`config.mk`:
```
export PLATFORM = sky130hd
export DESIGN_NAME = telegram_master
export DESIGN_NICKNAME = d
export VERILOG_FILES = /design/src/design/telegram_master_pkg.sv /design/src/design/byte_fifo.sv /design/src/design/telegram_master.sv
export SDC_FILE = /design/constraint.sdc
export NUM_CORES = 1
export LEC_CHECK = 0
export ABC_CLOCK_PERIOD_IN_PS = 5700
export BUFFER_PORTS_ARGS = -buffer_cell sky130_fd_sc_hd__buf_2
export CAP_MARGIN = 15
export CORE_UTILIZATION = 36
export CTS_CLUSTER_SIZE = 28
export DETAILED_ROUTE_END_ITERATION = 12
export GPL_TIMING_DRIVEN = 0
export SYNTH_ARGS = -nofsm -noshare
export SYNTH_HDL_FRONTEND = slang
export SYNTH_SLANG_ARGS = --single-unit
```
`constraint.sdc`:
```
create_clock -name core_clk -period 5.7 [get_ports core_clk]
set_clock_uncertainty 0.05 [all_clocks]
set_input_delay 1.14 -clock core_clk [delete_from_list [all_inputs] [get_ports core_clk]]
set_output_delay 1.14 -clock core_clk [all_outputs]
set_load 0.005 [all_outputs]
```
`src/design/telegram_master_pkg.sv`:
```
package telegram_master_pkg;
    // Character framing.
    localparam int unsigned CHAR_BITS = 11;
    localparam int unsigned DATA_BITS = 8;
    localparam logic [7:0] START_MARKER = 8'h02;
    localparam logic [7:0] CHECK_INIT = 8'h00;
    // Address byte fields.
    localparam int unsigned ADDR_FORMAT_BIT = 7;
    localparam int unsigned ADDR_BCAST_BIT = 5;
    localparam logic [6:0] LONG_BCAST = 7'h00;
    // Length accounting: address plus check byte.
    localparam logic [7:0] LEN_OVERHEAD = 8'h02;
    localparam logic [7:0] TEXT_FIXED = 8'h0A;
    // Telegram profile value that selects this framing.
    localparam logic [1:0] PROFILE_THIS = 2'h1;
    // Timing.
    localparam int unsigned CLK_HZ = 100000000;
    localparam int unsigned GAP_CHARS = 2;
    localparam int unsigned RESP_MAX_MS = 20;
    localparam longint unsigned RESP_MAX_CYCLES = longint'(CLK_HZ) / 1000 * RESP_MAX_MS;
    localparam int unsigned FIFO_DEPTH = 32;
    localparam int unsigned FIFO_WIDTH = 8;
    localparam logic [15:0] DIV_RESET = 16'h0001;
    localparam logic [3:0] BIT_ZERO = 4'h0;
    localparam logic [3:0] BIT_LAST = 4'hA;
    localparam logic [3:0] BIT_PARITY = 4'h9;
    localparam logic [7:0] BYTE_ZERO = 8'h00;

    // Short or long address format and broadcast decode.
    function automatic logic isBroadcast(input logic [7:0] addr);
        if (addr[ADDR_FORMAT_BIT]) begin
            return addr[6:0] == LONG_BCAST;
        end
        return addr[ADDR_BCAST_BIT];
    endfunction

    // Even parity over data and parity bit: parity equals XOR of data.
    function automatic logic evenParity(input logic [7:0] d);
        return ^d;
    endfunction
endpackage

```
`src/design/byte_fifo.sv`:
```
`timescale 1ns/10ps
module byte_fifo #(
    parameter int unsigned WIDTH = 8,
    parameter int unsigned DEPTH = 32
) (
    input wire logic core_clk,
    input wire logic rst,
    input wire logic [WIDTH-1:0] inData,
    input wire logic inValid,
    output logic inReady,
    output logic [WIDTH-1:0] outData,
    output logic outValid,
    input wire logic outReady
);
    localparam int unsigned AW = $clog2(DEPTH);
    logic [WIDTH-1:0] mem [DEPTH];
    logic [AW:0] wrPtr_reg, rdPtr_reg;
    logic [AW:0] wrPtr_next, rdPtr_next;
    logic doWrite, doRead;

    // Honest full and empty from pointer comparison.
    always_comb begin
        inReady = (wrPtr_reg[AW-1:0] != rdPtr_reg[AW-1:0]) || (wrPtr_reg[AW] == rdPtr_reg[AW]);
        outValid = wrPtr_reg != rdPtr_reg;
        outData = mem[rdPtr_reg[AW-1:0]];
        doWrite = inValid && inReady;
        doRead = outValid && outReady;
        wrPtr_next = wrPtr_reg + (AW+1)'(doWrite);
        rdPtr_next = rdPtr_reg + (AW+1)'(doRead);
    end

    // Pointer registers and storage.
    always_ff @(posedge core_clk or posedge rst) begin
        if (rst) begin
            wrPtr_reg <= '0;
            rdPtr_reg <= '0;
        end else begin
            wrPtr_reg <= wrPtr_next;
            rdPtr_reg <= rdPtr_next;
        end
    end

    always_ff @(posedge core_clk) begin
        if (doWrite) begin
            mem[wrPtr_reg[AW-1:0]] <= inData;
        end
    end
endmodule

```
`src/design/telegram_master.sv`:
```
`timescale 1ns/10ps
// How it works
// - Start, eight data, parity, stop: eleven bits.
// - Parity makes ones count even.
// - Start marker, length, address, data, check.
// - Length counts data, address and check.
// - Text telegram length is ten plus text; here length is always body plus two.
// - Bit rate set by configuration, matches slave.
// - Master idles two characters after response.
// - Character gap over two characters breaks telegram.
// - Bit7 clear: short format, address 1-31.
// - Short format bit5 marks broadcast.
// - Bit7 set: long format, address 1-126.
// - Long format zero address is broadcast.
// - Checksum cleared before start marker.
// - Checksum is XOR of all bytes.
module telegram_master
    import telegram_master_pkg::*;
(
    input wire logic core_clk,
    input wire logic rst,
    input wire logic [15:0] bitDivisor,
    input wire logic [1:0] telegramProfile,
    input wire logic [7:0] txAddr,
    input wire logic txStart,
    input wire logic [7:0] txByte,
    input wire logic txByteValid,
    output logic txByteReady,
    input wire logic txLast,
    output logic lineOut,
    output logic lineOutEn,
    input wire logic lineIn,
    output logic [7:0] rxByte,
    output logic rxByteValid,
    input wire logic rxByteReady,
    output logic busy,
    output logic respOk,
    output logic respErr,
    output logic respTimeout
);
    typedef enum logic [6:0] {
        S_IDLE = 7'b0000001,
        S_PAUSE = 7'b0000010,
        S_TXHDR = 7'b0000100,
        S_TXDATA = 7'b0001000,
        S_TXCHK = 7'b0010000,
        S_WAITRSP = 7'b0100000,
        S_RXRSP = 7'b1000000
    } state_t;

    localparam int unsigned GAP_BITS = GAP_CHARS * CHAR_BITS;

    state_t state_reg, state_next;
    logic [15:0] divCnt_reg, divCnt_next;
    logic [3:0] txBit_reg, txBit_next;
    logic [10:0] txShift_reg, txShift_next;
    logic txActive_reg, txActive_next;
    logic [7:0] txSum_reg, txSum_next;
    logic [1:0] hdrIdx_reg, hdrIdx_next;
    logic [5:0] gapBits_reg, gapBits_next;
    logic [31:0] waitCnt_reg, waitCnt_next;
    logic [7:0] rxSum_reg, rxSum_next;
    logic [7:0] rxLen_reg, rxLen_next;
    logic [7:0] rxIdx_reg, rxIdx_next;
    logic rxErr_reg, rxErr_next;
    logic [7:0] addrHold_reg, addrHold_next;
    logic lineOut_reg, lineOut_next, lineOutEn_reg, lineOutEn_next;
    logic respOk_reg, respOk_next, respErr_reg, respErr_next, respTo_reg, respTo_next;
    logic tick;
    logic [7:0] lenByte;
    logic [7:0] hdrByte;
    logic busy_reg, busy_next, rxValid_reg, rxValid_next;
    logic [7:0] bodyLen_reg, bodyLen_next;
    // Receiver sampler.
    logic [15:0] rxDiv_reg, rxDiv_next;
    logic [3:0] rxBit_reg, rxBit_next;
    logic [9:0] rxShift_reg, rxShift_next;
    logic rxBusy_reg, rxBusy_next;
    logic rxDone, rxParErr;
    logic [7:0] rxData;
    // Outgoing body bytes pass through the FIFO.
    logic [7:0] fifoData;
    logic fifoValid, fifoReady;

    byte_fifo #(.WIDTH(FIFO_WIDTH), .DEPTH(FIFO_DEPTH)) bodyFifo (
        .core_clk(core_clk),
        .rst(rst),
        .inData(txByte),
        .inValid(txByteValid && state_reg == S_IDLE),
        .inReady(fifoReady),
        .outData(fifoData),
        .outValid(fifoValid),
        .outReady(state_reg == S_TXDATA && !txActive_reg && bodyLen_reg != BYTE_ZERO)
    );

    assign tick = divCnt_reg == bitDivisor;
    assign lenByte = bodyLen_reg + LEN_OVERHEAD;
    assign hdrByte = hdrIdx_reg == 2'h0 ? START_MARKER : (hdrIdx_reg == 2'h1 ? lenByte : addrHold_reg);
    assign txByteReady = fifoReady && state_reg == S_IDLE;
    // The stop bit is never shifted in, so data and parity sit one place up.
    assign rxData = rxShift_reg[8:1];
    assign rxParErr = rxShift_reg[BIT_PARITY] != evenParity(rxData);
    assign rxDone = rxBusy_reg && rxBit_reg == BIT_LAST && rxDiv_reg == (bitDivisor >> 1);
    assign lineOut = lineOut_reg;
    assign lineOutEn = lineOutEn_reg;
    assign rxByte = rxData;
    assign rxByteValid = rxValid_reg;
    assign busy = busy_reg;
    assign respOk = respOk_reg;
    assign respErr = respErr_reg;
    assign respTimeout = respTo_reg;

    // Receiver: start bit found, data and parity sampled at mid-bit, done ahead of the stop bit.
    always_comb begin
        rxDiv_next = rxDiv_reg + 16'h0001;
        rxBit_next = rxBit_reg;
        rxShift_next = rxShift_reg;
        rxBusy_next = rxBusy_reg;
        if (!rxBusy_reg) begin
            rxDiv_next = 16'h0000;
            rxBit_next = BIT_ZERO;
            rxBusy_next = !lineIn && state_reg inside {S_WAITRSP, S_RXRSP};
        end else if (rxDiv_reg == (rxBit_reg == BIT_ZERO ? (bitDivisor >> 1) : bitDivisor)) begin
            rxDiv_next = 16'h0000;
            rxBit_next = rxBit_reg + 4'h1;
            if (rxBit_reg != BIT_ZERO) begin
                rxShift_next = {lineIn, rxShift_reg[9:1]};
            end
        end
        if (rxDone) begin
            rxBusy_next = 1'b0;
        end
    end

    always_ff @(posedge core_clk or posedge rst) begin
        if (rst) begin
            rxDiv_reg <= 16'h0000;
            rxBit_reg <= BIT_ZERO;
            rxShift_reg <= '0;
            rxBusy_reg <= 1'b0;
        end else begin
            rxDiv_reg <= rxDiv_next;
            rxBit_reg <= rxBit_next;
            rxShift_reg <= rxShift_next;
            rxBusy_reg <= rxBusy_next;
        end
    end

    // Telegram sequencer: send, then collect and check the answer.
    always_comb begin
        state_next = state_reg;
        divCnt_next = tick ? 16'h0000 : divCnt_reg + 16'h0001;
        txBit_next = txBit_reg;
        txShift_next = txShift_reg;
        txActive_next = txActive_reg;
        txSum_next = txSum_reg;
        hdrIdx_next = hdrIdx_reg;
        gapBits_next = gapBits_reg;
        waitCnt_next = waitCnt_reg + 32'h1;
        rxSum_next = rxSum_reg;
        rxLen_next = rxLen_reg;
        rxIdx_next = rxIdx_reg;
        rxErr_next = rxErr_reg;
        addrHold_next = addrHold_reg;
        bodyLen_next = bodyLen_reg;
        lineOut_next = lineOut_reg;
        lineOutEn_next = lineOutEn_reg;
        respOk_next = 1'b0;
        respErr_next = 1'b0;
        respTo_next = 1'b0;
        rxValid_next = 1'b0;
        // Bit shifter for one character, LSB first after start bit.
        if (txActive_reg && tick) begin
            lineOut_next = txShift_reg[0];
            txShift_next = {1'b1, txShift_reg[10:1]};
            txBit_next = txBit_reg + 4'h1;
            if (txBit_reg == BIT_LAST) begin
                txActive_next = 1'b0;
            end
        end
        unique case (state_reg)
            S_IDLE: begin
                lineOutEn_next = 1'b0;
                lineOut_next = 1'b1;
                if (txByteValid && fifoReady) begin
                    bodyLen_next = bodyLen_reg + 8'h01;
                end
                if (txStart && telegramProfile == PROFILE_THIS) begin
                    addrHold_next = txAddr;
                    state_next = S_PAUSE;
                    gapBits_next = 6'h00;
                end
            end
            S_PAUSE: begin
                // Line idle at least two characters before a new telegram.
                if (tick) begin
                    gapBits_next = gapBits_reg + 6'h01;
                end
                if (gapBits_reg == 6'(GAP_BITS)) begin
                    state_next = S_TXHDR;
                    hdrIdx_next = 2'h0;
                    txSum_next = CHECK_INIT;
                    lineOutEn_next = 1'b1;
                end
            end
            S_TXHDR: begin
                if (!txActive_reg) begin
                    txShift_next = {1'b1, evenParity(hdrByte), hdrByte, 1'b0};
                    txActive_next = 1'b1;
                    txBit_next = BIT_ZERO;
                    txSum_next = txSum_reg ^ hdrByte;
                    hdrIdx_next = hdrIdx_reg + 2'h1;
                    if (hdrIdx_reg == 2'h2) begin
                        state_next = S_TXDATA;
                    end
                end
            end
            S_TXDATA: begin
                if (!txActive_reg) begin
                    if (bodyLen_reg == BYTE_ZERO) begin
                        state_next = S_TXCHK;
                        // A cleared bit count tells the check state its character is still to go.
                        txBit_next = BIT_ZERO;
                    end else if (fifoValid) begin
                        txShift_next = {1'b1, evenParity(fifoData), fifoData, 1'b0};
                        txActive_next = 1'b1;
                        txBit_next = BIT_ZERO;
                        txSum_next = txSum_reg ^ fifoData;
                        bodyLen_next = bodyLen_reg - 8'h01;
                    end
                end
            end
            S_TXCHK: begin
                if (!txActive_reg && txBit_reg != BIT_LAST + 4'h1) begin
                    txShift_next = {1'b1, evenParity(txSum_reg), txSum_reg, 1'b0};
                    txActive_next = 1'b1;
                    txBit_next = BIT_ZERO;
                end else if (!txActive_reg) begin
                    lineOutEn_next = 1'b0;
                    waitCnt_next = 32'h0;
                    rxSum_next = CHECK_INIT;
                    rxIdx_next = BYTE_ZERO;
                    rxErr_next = 1'b0;
                    txBit_next = BIT_ZERO;
                    // No answer comes to a broadcast.
                    state_next = isBroadcast(addrHold_reg) ? S_IDLE : S_WAITRSP;
                end
            end
            S_WAITRSP, S_RXRSP: begin
                if (rxDone) begin
                    waitCnt_next = 32'h0;
                    state_next = S_RXRSP;
                    rxSum_next = rxSum_reg ^ rxData;
                    rxIdx_next = rxIdx_reg + 8'h01;
                    rxValid_next = 1'b1;
                    if (rxIdx_reg == 8'h01) begin
                        rxLen_next = rxData;
                    end
                    if (rxParErr || (rxIdx_reg == BYTE_ZERO && rxData != START_MARKER)
                        || (rxIdx_reg == 8'h02 && rxData != addrHold_reg)) begin
                        rxErr_next = 1'b1;
                    end
                    if (rxIdx_reg > 8'h01 && rxIdx_reg == rxLen_reg + 8'h01) begin
                        respOk_next = !rxErr_reg && (rxSum_reg ^ rxData) == BYTE_ZERO && !rxParErr;
                        respErr_next = rxErr_reg || (rxSum_reg ^ rxData) != BYTE_ZERO || rxParErr;
                        state_next = S_IDLE;
                    end
                end else if (state_reg == S_WAITRSP && waitCnt_reg == 32'(RESP_MAX_CYCLES)) begin
                    respTo_next = 1'b1;
                    state_next = S_IDLE;
                end else if (state_reg == S_RXRSP && !rxBusy_reg
                    && waitCnt_reg == 32'(GAP_BITS) * 32'(bitDivisor + 16'h1)) begin
                    respErr_next = 1'b1;
                    state_next = S_IDLE;
                end
            end
            default: state_next = S_IDLE;
        endcase
        busy_next = state_next != S_IDLE;
    end

    always_ff @(posedge core_clk or posedge rst) begin
        if (rst) begin
            state_reg <= S_IDLE;
            divCnt_reg <= 16'h0000;
            txBit_reg <= BIT_ZERO;
            txShift_reg <= '1;
            txActive_reg <= 1'b0;
            txSum_reg <= CHECK_INIT;
            hdrIdx_reg <= 2'h0;
            gapBits_reg <= 6'h00;
            waitCnt_reg <= 32'h0;
            rxSum_reg <= CHECK_INIT;
            rxLen_reg <= BYTE_ZERO;
            rxIdx_reg <= BYTE_ZERO;
            rxErr_reg <= 1'b0;
            addrHold_reg <= BYTE_ZERO;
            bodyLen_reg <= BYTE_ZERO;
            lineOut_reg <= 1'b1;
            lineOutEn_reg <= 1'b0;
            respOk_reg <= 1'b0;
            respErr_reg <= 1'b0;
            respTo_reg <= 1'b0;
            busy_reg <= 1'b0;
            rxValid_reg <= 1'b0;
        end else begin
            state_reg <= state_next;
            divCnt_reg <= divCnt_next;
            txBit_reg <= txBit_next;
            txShift_reg <= txShift_next;
            txActive_reg <= txActive_next;
            txSum_reg <= txSum_next;
            hdrIdx_reg <= hdrIdx_next;
            gapBits_reg <= gapBits_next;
            waitCnt_reg <= waitCnt_next;
            rxSum_reg <= rxSum_next;
            rxLen_reg <= rxLen_next;
            rxIdx_reg <= rxIdx_next;
            rxErr_reg <= rxErr_next;
            addrHold_reg <= addrHold_next;
            bodyLen_reg <= bodyLen_next;
            lineOut_reg <= lineOut_next;
            lineOutEn_reg <= lineOutEn_next;
            respOk_reg <= respOk_next;
            respErr_reg <= respErr_next;
            respTo_reg <= respTo_next;
            busy_reg <= busy_next;
            rxValid_reg <= rxValid_next;
        end
    end
endmodule

```
==> flow_summary_export.csv <==
group,metric,value,unit
status,run_status,"finished, final reports clean",
floorplan,chipWidth,253,microns
synth,synth_top_family_by_area,"simple AND/OR/NAND/NOR gates",
synth,ys_ff_latch,433,
synth,synthTopCellsByArea,"sky130_fd_sc_hd__edfxtp_1 (34%), sky130_fd_sc_hd__dfrtp_1 (18%), sky130_fd_sc_hd__xnor2_1 (5.1%), sky130_fd_sc_hd__mux4_2 (4.4%), sky130_fd_sc_hd__xor2_1 (4.2%)",
global_route,grtUsageMet2,0.313,
floorplan,initial_utilization,0.365,
critical_path,critical_path_peak_fanout,6,
place,gp_routability_congestion,0.883,
critical_path,crit_required,6.11,ns
synth,synthFlopType,"sky130_fd_sc_hd__edfxtp_1",
clocking,clock-sinks,433,
clocking,number_of_buffers_added_by_the_clock_tree_synthesis_step,48,
sta,maxClockFrequency,176,MHz
clocking,cts.htree.levels,2,
global_route,grt_start_max_net_pins,39,
routing,postRouteAntennaNets,0,
global_route,busiest_layer,"met2",
synth,synth_seq_area_share,0.537,
routing,vias,15290,
finish,drive_above_1_share,0.147,
synth,post_synth_num_cell_types,77,
power_and_ir_drop,peakVddDrop,0.000244,V
sta,slew-limit-headroom,0.318,
routing,drt-wirelength-per-cell,19.2,microns
clocking,cts_hold_repair.buffers,0,
synth,syn_nets,2064,
min_path,holdPathEnd,"bodyFifo.wrPtr_reg[5]$_DFF_PP0_",
synth,synth-simple-area-share,0.130,
min_path,timing.hold.worst.start,"bodyFifo.wrPtr_reg[5]$_DFF_PP0_",
min_path,min_path_cells,1,
routing,drcViolationCount,0,
place,hpwl,39300,microns
synth,yosys-mux-area-fraction,0.0785,
finish,design.final.nets,2181,
routing,dr.pass1.iters,5,
synth,asyncSetResetFlopFracSynth,0.409,
clocking,clk_transition_reported_paths,0.06,ns
critical_path,worst-r2r-cell-count,11,
routing,postRouteWirelength,56400,microns
critical_path,critPathKind,"in -> reg",
clocking,clock_tree.root_cell,"sky130_fd_sc_hd__clkbuf_16",
sta,layout_worst_path_cycle_share,0.996,
synth,synth_xor_xnor_area_share,0.0943,
global_route,met3_usage,0.0239,
sta,rsz0062_at_grt,"true",
finish,final_core_utilization,0.423,
global_route,grt_first_pass_wirelength,88600,microns
floorplan,dieArea,63800,sq um
power_and_ir_drop,total_leakage_power,0.0101,uW
synth,synthesis.instances,1940,
sta,final-max-slew-violation-count,0,
critical_path,critical_path.n_buffers_inverters,3,
synth,synth-adder-area-share,0.0509,
critical_path,worst_r2r_startpoint,"bodyFifo.rdPtr_reg[1]$_DFF_PP0_",
finish,layout_common_cells,"sky130_fd_sc_hd__edfxtp_1 (256), sky130_fd_sc_hd__nor2_1 (184), sky130_fd_sc_hd__dfrtp_1 (164), sky130_fd_sc_hd__nand2_1 (156), sky130_fd_sc_hd__xnor2_1 (129)",
floorplan,rows,91,
sta,final_critical_path_required_period,5.68,ns
synth,share_of_the_synthesized_area_in_compound_gates_ao_oa_aoi_oai,0.0735,
synth,syn_area_per_cell,11.7,sq um
min_path,worst_hold_path_type,"reg -> reg",
routing,drt_iter0_markers,928,
critical_path,r2r_endpoint,"txShift_reg[9]$_DFF_PP1_",
global_route,number_of_antenna_violations_at_the_first_check_in_global_routing,0,
power_and_ir_drop,pwr_density_cell,314,nW/um^2
synth,synth-warning-count,0,
clocking,clkLatencyLatePin,0.60,ns
critical_path,critPathMostFrequentCell,"sky130_fd_sc_hd__and3_4",
floorplan,io_pins,57,
critical_path,cell_by_cell_listing_of_the_critical_path,"buf_6 -> buf_8 -> and3_4 -> nand3_2 -> nor2_4 -> and3_4 -> and3_4 -> nand3_2 -> xnor2_2 -> ha_1 -> fa_2 -> ha_4 -> xor2_2 -> and3_4 -> or4_1 -> or4_1 -> or4_4 -> nor4b_4 -> nand4_1 -> buf_4 -> o41ai_4 -> a211oi_1",
synth,synth_top_area_share,0.340,
global_route,grt_pass1_vias,15671,
clocking,tritoncts,"yes",
global_route,grtUsageMet1,0.229,
finish,layout_commonest_cell,"sky130_fd_sc_hd__edfxtp_1",
sta,final-hold-violation-count,0,
clocking,max-clock-path-buffers,3,
job,cap_violations,0,
critical_path,register_to_register_setup_slack,0.80,ns
synth,cell_taking_the_most_area_after_synthesis,"sky130_fd_sc_hd__edfxtp_1",
critical_path,worstSetupEndpointType,"flip-flop",
critical_path,cp-start-kind,"primary input",
critical_path,critPathMaxStageDelay,0.54,ns
finish,synthToLayoutAreaGrowth,15.9,%
finish,largest_register_ff_count,256,
global_route,grtUsageTotal,0.179,
floorplan,chipHeight,253,microns
sta,final.setup.tns,0,ns
critical_path,crit_path_top_delay_cell,"sky130_fd_sc_hd__or4_4",
finish,nFillCells,5815,
synth,mappedNetlistArea,22600,sq um
sta,tightest_slew,1.01,ns
routing,viasPerCell,5.21,
critical_path,crit_arrival,6.09,ns
place,numPortBuffers,43,
floorplan,core_region_area,61900,sq um
critical_path,worst_path_top_cell_family_by_delay,"simple AND/OR/NAND/NOR gates",
synth,synth_edf_count,256,
global_route,overflow,0,
sta,setup_viol_count_final,0,
finish,antenna_cells_inserted,0,
power by group:
part           internal (uW)  switching (uW)
clock network           1760            1310
registers               3520             169
logic                    589             869
total                   5870            2350
stage by stage:
stage          total power [uW]  worst slack, ns  instance area (sq um)  cells  hold WS, ns
3_3_place_gp               5080            -1.05                  24000   2820        0.424
4_1_cts                    8260          -0.0647                  26100   2932        0.444
3_5_place_dp               5140            -1.08                  24200   2826        0.435
5_1_grt                    8590           -0.152                  26200   2933        0.458
2_1_floorplan              4700           -0.230                  22800   1940        0.406
6_report                   8220           0.0230                  26200   2933        0.441
cell type report:
class	instances	area, sq um	share of cell area
Sequential cell	433	12100	0.463
Tap cell	837	1050	0.0400
Multi-Input combinational cell	1303	10000	0.383
Clock buffer	61	1300	0.0497
Timing Repair Buffer	71	536	0.0204
Inverter	94	357	0.0136
Buffer	106	547	0.0209
Clock inverter	28	253	0.00965
metal layers:
| metal | vias to the layer above | part of all wire |
|---|---|---|
| li1 | 7192 | - |
| met1 | 7697 | 0.43 |
| met2 | 316 | 0.50 |
| met3 | 85 | 0.045 |
| met4 | 0 | 0.028 |
| met5 | - | 0 |
worst reg2reg max path, stage by stage, from the launching register on:
cell                       delay, ns
sky130_fd_sc_hd__dfrtp_1        0.35
sky130_fd_sc_hd__clkbuf_1       0.30
sky130_fd_sc_hd__buf_1          0.80
sky130_fd_sc_hd__clkbuf_1       0.79
sky130_fd_sc_hd__buf_1          0.81
sky130_fd_sc_hd__mux2i_1        0.29
sky130_fd_sc_hd__o32ai_1        0.11
sky130_fd_sc_hd__nor4_1         0.61
sky130_fd_sc_hd__a21oi_1        0.19
sky130_fd_sc_hd__xnor2_1        0.19
sky130_fd_sc_hd__xnor2_1        0.13
sky130_fd_sc_hd__o21ai_0        0.19
worst max-delay path by stage:
stage,start,end,slack [ns],depth (start not counted)
finish,bitDivisor[0],state_reg[6]$_DFF_PP0_,0.02,22
global route,bitDivisor[1],state_reg[6]$_DFF_PP0_,-0.15,24
CTS,bitDivisor[1],respErr$_DFF_PP0_,-0.06,23
detailed placement,bitDivisor[1],state_reg[6]$_DFF_PP0_,-1.08,23
global placement,bitDivisor[1],state_reg[6]$_DFF_PP0_,-1.05,23
floorplan,bitDivisor[4],respErr$_DFF_PP0_,-0.23,22
synthesized netlist by cell type, types with 8 or more instances:
cell type,n
sky130_fd_sc_hd__edfxtp_1,256
sky130_fd_sc_hd__nor2_1,186
sky130_fd_sc_hd__dfrtp_1,164
sky130_fd_sc_hd__nand2_1,157
sky130_fd_sc_hd__xnor2_1,132
sky130_fd_sc_hd__xor2_1,109
sky130_fd_sc_hd__inv_1,93
sky130_fd_sc_hd__clkbuf_1,77
sky130_fd_sc_hd__ha_1,68
sky130_fd_sc_hd__mux2i_1,66
sky130_fd_sc_hd__a21oi_1,63
sky130_fd_sc_hd__nand3_1,60
sky130_fd_sc_hd__o21ai_0,60
sky130_fd_sc_hd__mux4_2,44
sky130_fd_sc_hd__nand4_1,29
sky130_fd_sc_hd__and3_1,24
sky130_fd_sc_hd__nor3_1,20
sky130_fd_sc_hd__a211oi_1,19
sky130_fd_sc_hd__nor4_1,18
sky130_fd_sc_hd__or3_1,18
sky130_fd_sc_hd__fa_1,15
sky130_fd_sc_hd__nor2b_1,15
sky130_fd_sc_hd__dfstp_2,13
sky130_fd_sc_hd__buf_1,12
sky130_fd_sc_hd__o22ai_1,12
sky130_fd_sc_hd__mux2_2,11
sky130_fd_sc_hd__a21o_1,10
sky130_fd_sc_hd__a22oi_1,10
sky130_fd_sc_hd__and2_1,10
sky130_fd_sc_hd__buf_4,10
sky130_fd_sc_hd__a22o_1,9
sky130_fd_sc_hd__buf_2,9
sky130_fd_sc_hd__nand3b_1,9
sky130_fd_sc_hd__o221ai_1,9
sky130_fd_sc_hd__a222oi_1,8
sky130_fd_sc_hd__nor4b_1,8
sky130_fd_sc_hd__o31ai_1,8
sky130_fd_sc_hd__or4_1,8
cell families (layout without fill, tap and decap cells):
group / Yosys count / in the layout
compound gates: 254 / 254
buf+inv: 204 / 360
mux: 121 / 121
fa+ha+maj: 83 / 83
xor+xnor: 242 / 242
simple gates: 603 / 603
flops: 433 / 433
repair_timing:
action	4_1_cts	5_1_grt
endpoints found under the setup margin	4	4
setup buffers	21	1
resized for setup	52	13
gates cloned	0	0
pin swaps	18	19
No activity file was read; power rests on OpenSTA's default activity.
